===== src/pdcc_pkg.sv =====
// Package for the power-down and clock control block
package pdcc_pkg;
  // ==========================================
  // Register map
  localparam logic [15:0] PDCC_SYSTEM_CONTROL_POWER_ADDR = 16'hfff2;
  localparam logic [7:0] PDCC_SYSTEM_CONTROL_POWER_RESET = 8'h0b;
  localparam int PDCC_STANDBY_SELECT_BIT = 7;
  localparam int PDCC_STS_HI = 6;
  localparam int PDCC_STS_LO = 4;
  localparam int PDCC_RAM_ENABLE_BIT = 0;
  // ==========================================
  // Timing
  localparam int PDCC_PRESC_W = 12;
  localparam int PDCC_SETTLE_W = 18;
  localparam logic [17:0] PDCC_WAIT_BASE = 18'h0_2000;
  localparam int PDCC_DUTY_MHZ = 5;
  localparam int PDCC_CLK_MHZ = 100;
  // ==========================================
  // Modes
  typedef enum logic [2:0] {
    PDCC_RUN, PDCC_SLEEP, PDCC_SWSTBY, PDCC_SETTLE, PDCC_HWSTBY, PDCC_RESET
  } pdcc_mode_t;
  // Bus request bundle
  typedef struct packed {
    logic [15:0] addr;
    logic [7:0] wdata;
    logic wr;
    logic rd;
  } pdcc_bus_t;
  // Status bundle
  typedef struct packed {
    logic cpu_halt;
    logic clk_run;
    logic periph_reset;
    logic ports_hiz;
    logic int_start;
    logic reset_start;
  } pdcc_stat_t;
endpackage


===== src/pdcc_top.sv =====
// Power-down mode control with prescaler chain
`timescale 1ns/100ps
// Notes on behaviour
// - Prescaler divides system clock by 2 up to 4096 in powers of two.
// - Duty adjustment applied only when oscillator runs at 5 MHz or faster.
// - Halt with standby select 0 enters sleep; clocks and peripherals run.
// - Halt with standby select 1 enters software standby; peripherals reset.
// - Standby pin low enters hardware standby; ports float, all halts.
// - Standby select stays 1 after interrupt wake; cleared by writing 0, reset low or standby pin low.
// - Settle field selects 8192 to 131072 states; 11x is illegal.
// - System control register is 8-bit read/write; bit 7 and bits 6:4.
// - Sleep ends on interrupt, reset low or standby pin low.
// - Software standby wake waits the settle time, then restarts oscillator and takes interrupt in the same cycle.
// - Hardware standby exit restarts oscillator on pin rise, reset starts later.
module pdcc_top import pdcc_pkg::*; #(
  parameter int OSC_MHZ = PDCC_CLK_MHZ
) (
  input wire logic core_clk,
  input wire logic rstn,
  input wire pdcc_bus_t bus,
  output logic [7:0] rdata,
  input wire logic halt_exec,
  input wire logic irq_wake,
  input wire logic nmi_wake,
  input wire logic [2:0] external_request_lines,
  input wire logic standby_pin,
  input wire logic hard_init_pin,
  output logic [PDCC_PRESC_W-1:0] presc_clk,
  output logic duty_adjust_en,
  output pdcc_stat_t stat
);
  // ==========================================
  // Elaboration checks
  if (OSC_MHZ < 1) begin : g_bad_osc
    $error("OSC_MHZ must be positive");
  end
  if (PDCC_SETTLE_W < 18) begin : g_bad_settle
    $error("Settle counter too narrow for the longest wait");
  end
  if (PDCC_PRESC_W != 12) begin : g_bad_presc
    $error("Prescaler chain must reach division by 4096");
  end

  // ==========================================
  // State
  typedef struct packed {
    logic [7:0] system_control_power;
    pdcc_mode_t mode;
    logic [PDCC_PRESC_W-1:0] presc;
    logic [PDCC_SETTLE_W-1:0] settle;
    logic [7:0] rdata;
    pdcc_stat_t stat;
    logic duty;
  } pdcc_state_t;

  pdcc_state_t st_ff;
  pdcc_state_t nxt_st;
  logic [PDCC_SETTLE_W-1:0] wait_len;
  logic [2:0] sts;
  wire logic [PDCC_PRESC_W-1:0] presc_tgl;
  logic sw_wake;
  logic sleep_wake;
  logic reg_wr;
  logic sts_bad;

  // ==========================================
  // Settle length decode
  always_comb begin
    sts = st_ff.system_control_power[PDCC_STS_HI:PDCC_STS_LO];
    if (sts[2]) begin
      wait_len = PDCC_WAIT_BASE << 4;
    end else begin
      wait_len = PDCC_WAIT_BASE << sts[1:0];
    end
  end

  // ==========================================
  // Prescaler chain
  for (genvar k = 0; k < PDCC_PRESC_W; k++) begin : g_stage
    if (k == 0) begin : g_first
      assign presc_tgl[k] = st_ff.stat.clk_run;
    end else begin : g_next
      assign presc_tgl[k] = presc_tgl[k-1] & st_ff.presc[k-1];
    end
  end

  // ==========================================
  // Request decode
  always_comb begin
    reg_wr = bus.wr && bus.addr == PDCC_SYSTEM_CONTROL_POWER_ADDR && st_ff.mode != PDCC_HWSTBY;
    sts_bad = bus.wdata[PDCC_STS_HI:PDCC_STS_LO+1] == 2'b11;
    sw_wake = nmi_wake || (|external_request_lines);
    sleep_wake = irq_wake || nmi_wake;
  end

  // ==========================================
  // Next state
  always_comb begin
    nxt_st = st_ff;
    nxt_st.rdata = 8'h00;
    nxt_st.duty = (OSC_MHZ >= PDCC_DUTY_MHZ);
    nxt_st.stat.int_start = 1'b0;
    nxt_st.stat.reset_start = 1'b0;
    if (bus.rd && bus.addr == PDCC_SYSTEM_CONTROL_POWER_ADDR) begin
      nxt_st.rdata = st_ff.system_control_power;
    end
    if (reg_wr) begin
      nxt_st.system_control_power = bus.wdata;
      if (sts_bad) begin
        nxt_st.system_control_power[PDCC_STS_HI:PDCC_STS_LO] = st_ff.system_control_power[PDCC_STS_HI:PDCC_STS_LO];
      end
    end
    if (st_ff.stat.clk_run) begin
      nxt_st.presc = st_ff.presc ^ presc_tgl;
    end
    case (st_ff.mode)
      PDCC_RUN: begin
        if (halt_exec) begin
          if (st_ff.system_control_power[PDCC_STANDBY_SELECT_BIT]) begin
            nxt_st.mode = PDCC_SWSTBY;
            nxt_st.stat.clk_run = 1'b0;
            nxt_st.stat.periph_reset = 1'b1;
            nxt_st.presc = '0;
          end else begin
            nxt_st.mode = PDCC_SLEEP;
          end
          nxt_st.stat.cpu_halt = 1'b1;
        end
      end
      PDCC_SLEEP: begin
        if (sleep_wake) begin
          nxt_st.mode = PDCC_RUN;
          nxt_st.stat.cpu_halt = 1'b0;
          nxt_st.stat.int_start = 1'b1;
        end
      end
      PDCC_SWSTBY: begin
        if (sw_wake) begin
          nxt_st.mode = PDCC_SETTLE;
          nxt_st.settle = '0;
        end
      end
      PDCC_SETTLE: begin
        nxt_st.settle = st_ff.settle + 1'b1;
        if (st_ff.settle + 1'b1 >= wait_len) begin
          nxt_st.mode = PDCC_RUN;
          nxt_st.stat.clk_run = 1'b1;
          nxt_st.stat.periph_reset = 1'b0;
          nxt_st.stat.cpu_halt = 1'b0;
          nxt_st.stat.int_start = 1'b1;
        end
      end
      PDCC_HWSTBY: begin
        if (standby_pin) begin
          nxt_st.mode = PDCC_RESET;
          nxt_st.stat.clk_run = 1'b1;
          nxt_st.stat.ports_hiz = 1'b0;
        end
      end
      PDCC_RESET: begin
        if (hard_init_pin) begin
          nxt_st.mode = PDCC_RUN;
          nxt_st.stat.cpu_halt = 1'b0;
          nxt_st.stat.periph_reset = 1'b0;
          nxt_st.stat.reset_start = 1'b1;
        end
      end
      default: nxt_st.mode = PDCC_RESET;
    endcase
    if (!hard_init_pin && st_ff.mode != PDCC_HWSTBY) begin
      nxt_st.mode = PDCC_RESET;
      nxt_st.system_control_power = PDCC_SYSTEM_CONTROL_POWER_RESET;
      nxt_st.stat.cpu_halt = 1'b1;
      nxt_st.stat.clk_run = 1'b1;
      nxt_st.stat.periph_reset = 1'b1;
      nxt_st.stat.int_start = 1'b0;
    end
    if (!standby_pin) begin
      nxt_st.mode = PDCC_HWSTBY;
      nxt_st.system_control_power = PDCC_SYSTEM_CONTROL_POWER_RESET;
      nxt_st.presc = '0;
      nxt_st.stat.cpu_halt = 1'b1;
      nxt_st.stat.clk_run = 1'b0;
      nxt_st.stat.periph_reset = 1'b1;
      nxt_st.stat.ports_hiz = 1'b1;
      nxt_st.stat.int_start = 1'b0;
      nxt_st.stat.reset_start = 1'b0;
    end
  end

  // ==========================================
  // Registers
  always_ff @(posedge core_clk) begin
    if (!rstn) begin
      st_ff.system_control_power <= PDCC_SYSTEM_CONTROL_POWER_RESET;
      st_ff.mode <= PDCC_RUN;
      st_ff.presc <= '0;
      st_ff.settle <= '0;
      st_ff.rdata <= 8'h00;
      st_ff.stat.cpu_halt <= 1'b0;
      st_ff.stat.clk_run <= 1'b1;
      st_ff.stat.periph_reset <= 1'b0;
      st_ff.stat.ports_hiz <= 1'b0;
      st_ff.stat.int_start <= 1'b0;
      st_ff.stat.reset_start <= 1'b0;
      st_ff.duty <= 1'b0;
    end else begin
      st_ff <= nxt_st;
    end
  end

  // ==========================================
  // Outputs
  assign rdata = st_ff.rdata;
  assign presc_clk = st_ff.presc;
  assign duty_adjust_en = st_ff.duty;
  assign stat = st_ff.stat;
endmodule


===== config.mk =====
export PLATFORM = sky130hd
export DESIGN_NAME = pdcc_top
export DESIGN_NICKNAME = d
export VERILOG_FILES = /design/src/pdcc_pkg.sv /design/src/pdcc_top.sv
export SDC_FILE = /design/constraint.sdc
export NUM_CORES = 1
export LEC_CHECK = 0
export BUFFER_PORTS_ARGS = -buffer_cell sky130_fd_sc_hd__buf_2
export CORE_AREA = 2 2 74 93
export CTS_CLUSTER_SIZE = 16
export DETAILED_ROUTE_END_ITERATION = 8
export DIE_AREA = 0 0 76 95
export GPL_ROUTABILITY_DRIVEN = 1
export GPL_TIMING_DRIVEN = 0
export PLACE_DENSITY_LB_ADDON = 0.3
export SLEW_MARGIN = 20
export SYNTH_ARGS = -nofsm -noshare
export SYNTH_HDL_FRONTEND = slang
export SYNTH_SLANG_ARGS = --single-unit

===== constraint.sdc =====
create_clock -name core_clk -period 3.4 [get_ports core_clk]
set_input_delay 0.17 -clock core_clk [delete_from_list [all_inputs] [get_ports core_clk]]
set_output_delay 0.17 -clock core_clk [all_outputs]
set_load 0.02 [all_outputs]

After elaboration in Yosys (flattened, before gate mapping)
Index checks and enable logic that the tools add are counted.

word-level totals
  register bits = 56
  bits of input ports = 36
  output and inout port bits = 27
  logic and storage cells = 116

cells by class
  $add $sub $neg = 1
  $lt $le $gt $ge = 1
  equality and inequality tests = 28
  shift operators = 1
  mux-type cells = 33
  bitwise logic cells = 15
  reductions and logical operators = 22

operators by type and width
  cell                     count
  $mux W12                 3
  $mux W18                 2
  $pmux W18 S2             1
  $mux W15                 2
  $reduce_and A5 Y1        5
  $mux W3                  8
  $ne A4 B4 Y1 const B     6
  $add A18 B1 Y18 const B  1
  $ge A18 B18 Y1           1
  $ne A3 B3 Y1 const B     6
  $shl A14 B2 Y18 const A  1
  $eq A16 B16 Y1 const B   1
  $pmux W3 S5              1
  $xor A12 B12 Y12         1
  $and A1 B1 Y1            11
  $ne A2 B2 Y1 const B     5
  $ne A5 B1 Y1 const B     2
  $mux W1                  9
  $reduce_and A2 Y1        4
  $eq A3 B2 Y1 const B     2
  $eq A3 B3 Y1 const B     2
  $mux W6                  1
  $ne A6 B1 Y1 const B     1
  $pmux W1 S3              2
  15 further kinds         23

Depth between registers and ports, before layout
Gate-level depths: netlist (run 1).

  word-level depth = 18
  depth in mapped cells = 14
  depth with buffers taken out = 14

Worst setup path before layout (run 1)
OpenSTA, ideal clock, no wires.

  path type = reg2reg
  from = reg stat[4] (netlist name)
  to = reg st_ff (netlist bit presc_clk[10])
  setup time = 0.117 ns
  arrival = 2.471 ns
  data required time = 3.283 ns
  slack = 0.812 ns
  cell stages (with the launch flop) = 14
  buffers on the path = 0
  clock period less this slack = 2.588 ns
  cells stage by stage = dfxtp_1 -> ha_1 -> ha_1 -> ha_1 -> ha_1 -> ha_1 -> ha_1 -> ha_1 -> ha_1 -> ha_1 -> ha_1 -> ha_1 -> mux2i_1 -> nor2_1

on the way
  cells in the longest elaborated chain, start to end = 15

RTL lines
  what                          line             source
  $and A1 B1 Y1 (10 in series)  pdcc_top.sv:83   assign presc_tgl[k] = presc_tgl[k-1] & st_ff.presc[k-1];
  $xor A12 B12 Y12              pdcc_top.sv:114  nxt_st.presc = st_ff.presc ^ presc_tgl;
  $mux W12 (*)                  pdcc_top.sv:113  if (st_ff.stat.clk_run) begin
  $mux W12                      pdcc_top.sv:119  if (st_ff.system_control_power[PDCC_STANDBY_SELECT_BIT]) begin
  $mux W15                      pdcc_top.sv:118  if (halt_exec) begin
  $mux W12 (*)                  pdcc_top.sv:116  case (st_ff.mode)
  end signal, assigned          pdcc_top.sv:208  st_ff <= nxt_st;
  end, declared                 pdcc_top.sv:56   pdcc_state_t st_ff;

Every way passes the cells marked *; elsewhere a longest branch is shown, timed or not. The select of a mux whose other input is x is not followed.
A chain may end at the register's enable or synchronous reset.

Final worst setup path (run 1)
  from = reg stat[4] (netlist name)
  to = reg st_ff (netlist bit presc_clk[10])

on the way
  cells in the longest elaborated chain, start to end = 15

RTL lines
  what                          line
  $and A1 B1 Y1 (10 in series)  pdcc_top.sv:83
  $xor A12 B12 Y12              pdcc_top.sv:114
  $mux W12 (*)                  pdcc_top.sv:113
  $mux W12                      pdcc_top.sv:119
  $mux W15                      pdcc_top.sv:118
  $mux W12 (*)                  pdcc_top.sv:116

Marked as above.

==> out/metrics.cfg, run 1 <==
[cts]
clock_path_buffers=2
root_buffer=clkbuf_8
cts-resized-gates=0
numCtsBuffers=5
clk_latency_ns=0.31
path_clk_slew_ns=0.10
cts_tree=done
cts_sinks=56
htreeDepth=2

[setup_path]
setup.worst_path.start=stat[4]
crit_type=reg2reg
crit_top_cell=ha_1
crit_required_ns=3.62
crit_fanout=5
slowest_stage=dfxtp_1
cp_num_buf_inv=0
critPathArrivalTime_ns=3.01
cp-start-kind=register
max_stage_delay_ns=0.37
cp-end-kind=register
crit_path_cell_trace=ha_1, ha_1, ha_1, ha_1, ha_1, ha_1, ha_1, ha_1, ha_1, ha_1, ha_1, mux2i_1, nor2_1
cp_top_family=adder cells
rr_startpoint=stat[4]

[global_route]
antenna_found_initial=0
grt_pass1_vias=2592
track_usage_pct=19.0
grt_pass1_wl_um=11300
grt_overflow_total=0
grt_max_degree=18

[floorplan]
initial_core_util_pct=48.2
coreArea_um2=6400
die_h_um=95
dieArea_um2=7220
fp.dieW_um=76
num_io_pins=63
num_rows=33

[power]
power_density_nw_per_um2=320
leakage_nw=1.64
p_int_mw=0.863
p_clk_share_pct=31.6
switching_share_pct=25.1
irDropWorstVdd_v=0.000164
pwr-share-seq_pct=58.1
p_comb_share_pct=10.2
p_sw_mw=0.289

[layout]
instances_no_fill=502
area_growth_pct=16.8
diodes=0
layout_commonest_cell=buf_2
nets=468
finalInstanceArea_um2=3600
layout_common_cells=buf_2 (69), dfxtp_1 (56), buf_4 (26), nand3_1 (24)
final_layout_size_suffix_gt1_share_pct=28.4

[place]
gp_congestion=0.833
io_buffers=62
place_area_um2=3500
dp_cells=493
place_hpwl_um=4970

[drt]
drt-initial-drc-count=116
wl_per_cell_um=13.1
route.detailed.drc=0
firstDrtPassIters=4
wl_um=6560
vias=2733
antenna_left=0
via_per_inst=5.44

[min_path]
min-delay-start=bus[5]
hp-class=in2reg

[yosys]
ys_warn_count=0
synth.distinct_cells=60
synth_ff_type=dfxtp_1
syn_inst=344
async_flop_share_pct=0
syn_area_um2=3080
syn-num-nets=398
synth_area_per_cell_um2=8.96
seq_area_frac_synth_pct=36.4
synth-edff-count=0
ys_ff_latch=56

[sta]
tightestPinTransition_ns=0.763
drv_slew=0
setup_violations=0
hold_violations=0
max_clock_freq_ghz=0.358
period_needed_ns=2.79
finalSetupTns_ns=0
finalClockSkew_ns=0.0142
max_slew_margin_pct=48.7
rsz0062_at_grt=no
fin_crit_sh_pct=82.2

[run_status]
status=finished clean

[flow_run]
maxCapViolations=0

[power groups by stage]
| stage | registers [mW] | logic, mW | clock network (mW) |
|---|---|---|---|
| final | 0.670 | 0.118 | 0.365 |
| after global routing | 0.672 | 0.130 | 0.404 |
| after CTS | 0.670 | 0.118 | 0.375 |
| after detailed placement | 0.685 | 0.116 | 0 |
| after global placement | 0.685 | 0.115 | 0 |
| after floorplan | 0.684 | 0.0731 | 0 |
[area by class of cell]
type / count / area (µm²)
plain buffers: 39 / 253
clock buffers: 6 / 72.6
clock inverters: 2 / 16.3
fillers: 621 / 2800
inverters: 10 / 37.5
multi-input cells: 239 / 1670
flip-flops and latches: 56 / 1120
well taps: 87 / 109
repair buffers: 63 / 320
[worst min-delay path: stages]
cell     delay (ns)
buf_2          0.08
nand3_1        0.06
nand3_1        0.07
[routing by layer]
layer	share of wire, %	vias to the layer above	track usage (%)
li1	-	1378	-
met1	43	1273	21.6
met2	51	70	35.0
met3	4.1	12	3.54
met4	1.8	0	7.88
met5	0	-	0
[what timing repair did]
item / in CTS / in global routing
setup buffers: 0 / 0
hold endpoints to repair: 1 / 0
hold buffers: 1 / 0
[logic make-up (layout without fill, tap and decap cells)]
family	after synthesis	after routing	share of synthesized area [%]
mux	13	13	4.30
simple gates	133	133	25.9
flops	56	56	36.4
buf+inv	49	120	9.42
compound gates	69	69	15.0
fa+ha+maj	18	18	7.31
xor+xnor	6	6	1.70
[Yosys cell counts, types with 2 or more instances]
master	instances	share of area (%)
dfxtp_1	56	36
buf_4	26	6.3
nand3_1	24	3.9
a21oi_1	22	3.6
nor2_1	22	2.7
nand2_1	19	2.3
ha_1	18	7.3
mux2i_1	11	3.6
and2_1	10	2.0
nor3_1	10	1.6
o21ai_0	10	1.6
or3_1	10	2.0
inv_1	9	1.1
o211ai_1	9	2.2
buf_2	7	1.1
nand4_1	7	1.4
xor2_1	5	1.4
a31oi_1	4	0.81
clkbuf_1	4	0.49
nand4b_1	4	1.1
nor4_1	4	0.81
a21o_1	3	0.73
o221ai_1	3	0.85
a221oi_1	2	0.57
buf_1	2	0.24
mux2_2	2	0.73
nand2b_1	2	0.41
nand3b_1	2	0.49
nand4_4	2	1.4
nor3b_1	2	0.49
nor4_4	2	1.4
nor4b_1	2	0.57
o21a_1	2	0.49
[registers in the layout, indices dropped and copies added, names as in the netlist]
name	flops
rdata	8
duty_adjust_en	1
st_ff	29
presc_clk	12
stat	6
[stage by stage]
stage	total power, mW	setup WS, ns	hold slack (ns)	util, %
CTS	1.16	0.576	0.0908	56.3
global placement	0.800	0.651	0.289	54.7
global route	1.21	0.328	0.0886	56.3
floorplan	0.757	0.812	0.198	-
finish	1.15	0.606	0.0984	56.3
detailed placement	0.801	0.610	0.290	54.7
[worst paths after layout]
check	to	slack [ns]	cells after the start
setup / recovery	presc_clk[10]	0.61	13
hold reg to reg	stat[2]	0.46	2
hold / removal	st_ff[51]	0.1	3
setup reg to reg	presc_clk[10]	0.61	13
Power figures use the tool's default switching activity.
==> run 2, diff against run 1 <==
==> constraint.sdc (replaced) <==
create_clock -name core_clk -period 2.8 [get_ports core_clk]
set_input_delay 0.14 -clock core_clk [delete_from_list [all_inputs] [get_ports core_clk]]
set_output_delay 0.14 -clock core_clk [all_outputs]
set_load 0.02 [all_outputs]
==> run 2 against run 1 <==
Clock skew down 0.0013 ns. Final cell count up 1.2%. Register-to-register slack worse by 0.45 ns. Worst setup slack worse by 0.45 ns. Die area unchanged. Sequential share of layout area down 0.76 points. Hold slack worse by 0.031 ns. Combinational power up 25%. Critical endpoint unchanged. Largest power group unchanged.
==> out/metrics.cfg, run 2 (synthesis results as in run 1) <==
[layout]
layout_common_cells=buf_2 (69), dfxtp_1 (55), buf_4 (32), nand3_1 (23), nor2_1 (22)  ; was buf_2 (69), dfxtp_1 (56), buf_4 (26), nand3_1 (24)
final_util_pct=57.9  ; was 56.3%
diodes=0  ; unchanged
final_layout_size_suffix_gt1_share_pct=32.1  ; was 28.4%
nets=474  ; was 468
regMostFlops=st_ff  ; unchanged
largest_reg_flops=29  ; unchanged
layout_commonest_cell=buf_2  ; unchanged
area_growth_pct=20.1  ; was 16.8%

[setup_path]
cp-start-kind=register  ; unchanged
slowest_stage=dfxtp_4  ; was dfxtp_1
max_stage_delay_ns=0.36  ; was 0.37 ns
crit_type=reg2reg  ; unchanged
cp-end-kind=register  ; unchanged
cp_num_buf_inv=0  ; unchanged
cp_top_family=adder cells  ; unchanged
crit_top_cell=ha_1  ; unchanged
crit_required_ns=3.02  ; was 3.62 ns
crit_path_cell_trace=ha_1, ha_1, ha_2, ha_2, ha_2, ha_1, ha_1, ha_2, ha_1, ha_2, ha_1, mux2i_1, nor2_1  ; was ha_1, ha_1, ha_1, ha_1, ha_1, ha_1, ha_1, ha_1, ha_1, ha_1, ha_1, mux2i_1, nor2_1
crit_fanout=3  ; was 5
critPathArrivalTime_ns=2.86  ; was 3.01 ns

[power]
irDropWorstVdd_v=0.000204  ; was 0.000164 V
power_density_nw_per_um2=380  ; was 320 nW/µm²
leakage_nw=1.68  ; was 1.64 nW
power_mw=1.41  ; was 1.15 mW

[cts]
clock_path_buffers=2  ; unchanged
htreeDepth=2  ; unchanged
cts_tree=done  ; unchanged
path_clk_slew_ns=0.10  ; about the same
numCtsBuffers=5  ; unchanged
root_buffer=clkbuf_8  ; unchanged
cts_sinks=56  ; unchanged
clk_latency_ns=0.32  ; was 0.31 ns

[floorplan]
coreArea_um2=6400  ; unchanged
num_rows=33  ; unchanged
fp.dieW_um=76  ; unchanged
initial_core_util_pct=48.2  ; unchanged
die_h_um=95  ; unchanged
dieArea_um2=7220  ; unchanged
num_io_pins=63  ; unchanged

[sta]
finalClockSkew_ns=0.0128  ; was 0.0142 ns
tightestPinTransition_ns=0.717  ; was 0.763 ns
max_clock_freq_ghz=0.378  ; was 0.358 GHz
finalSetupTns_ns=0  ; unchanged
fin_crit_sh_pct=94.5  ; was 82.2%
rsz0062_at_grt=no  ; unchanged
setup_violations=0  ; unchanged
period_needed_ns=2.65  ; was 2.79 ns
hold_violations=0  ; unchanged
drv_slew=0  ; unchanged
max_slew_margin_pct=51.8  ; was 48.7%

[run_status]
status=finished clean  ; unchanged

[flow_run]
maxCapViolations=0  ; unchanged

[place]
gp_congestion=0.833  ; unchanged
place_hpwl_um=4970  ; unchanged
io_buffers=62  ; unchanged

[drt]
route.detailed.drc=0  ; unchanged
wl_per_cell_um=13.1  ; about the same
drt-initial-drc-count=109  ; was 116
antenna_left=0  ; unchanged
wl_um=6650  ; was 6560 µm
firstDrtPassIters=6  ; was 4
vias=2744  ; was 2733
via_per_inst=5.40  ; was 5.44

[global_route]
grt_pass1_wl_um=11300  ; about the same
grt_pass1_vias=2597  ; was 2592
antenna_found_initial=0  ; unchanged
track_usage_pct=19.0  ; unchanged
grt_overflow_total=0  ; unchanged
grt_max_degree=18  ; unchanged

[min_path]
hp-class=in2reg  ; unchanged

run 2: cell types whose count changed in the layout (fill, tap and decap cells not counted), moves of 2 or more:
cell / before / now
ha_2: 0 / 6
nor4_4: 2 / 4
ha_1: 18 / 12
nor4_1: 4 / 2
buf_4: 26 / 32
run 2: through the flow:
step	hold WS (ns)	worst slack, ns	cell area, µm²	cells
2_1_floorplan	0.168	0.212	3080	344
3_3_place_gp	0.259	0.0513	3500	493
3_5_place_dp	0.260	0.00954	3500	493
4_1_cts	0.0608	0.00557	3610	502
5_1_grt	0.0586	0.00421	3700	508
6_report	0.0673	0.155	3700	508
run 2: final timing paths:
check | cells past startpoint | startpoint | slack (ns) | to
max reg2reg | 13 | stat[4] | 0.15 | presc_clk[10]
max | 13 | stat[4] | 0.15 | presc_clk[10]
min | 3 | bus[5] | 0.07 | st_ff[51]
min reg2reg | 1 | st_ff[50] | 0.46 | rdata[2]
run 2: final cells by class:
cell class	count	area (µm²)
tap	87	109
sequential	56	1120
clock buffer	6	72.6
clock inverter	2	16.3
timing repair buffer	69	365
fill	607	2700
multi-input combinational	239	1730
inverter	10	37.5
buffer	39	253
run 2: report_power, final:
part	internal, mW	switching [mW]
Clock	0.179	0.269
Combinational	0.0672	0.0809
Sequential	0.806	0.00674
run 2: worst register-to-register path: cells and delay by family, from the launching register on:
family / cells / cell delay (ns)
simple gates: 1 / 0.05
mux: 1 / 0.13
flops: 1 / 0.36
fa+ha+maj: 11 / 2.02
run 2: routing by layer:
metal	share of wire [%]	GRT usage [%]
met1	43	21.6
met2	51	35.1
met3	4.5	3.54
met4	1.9	7.88
met5	0	0
run 2: what timing repair did:
item,CTS,global route
pin swaps,1,2
gates resized for setup,2,12
hold endpoints to repair,1,0
setup buffers,0,6
endpoints found under the setup margin,3,6
hold buffers,1,0
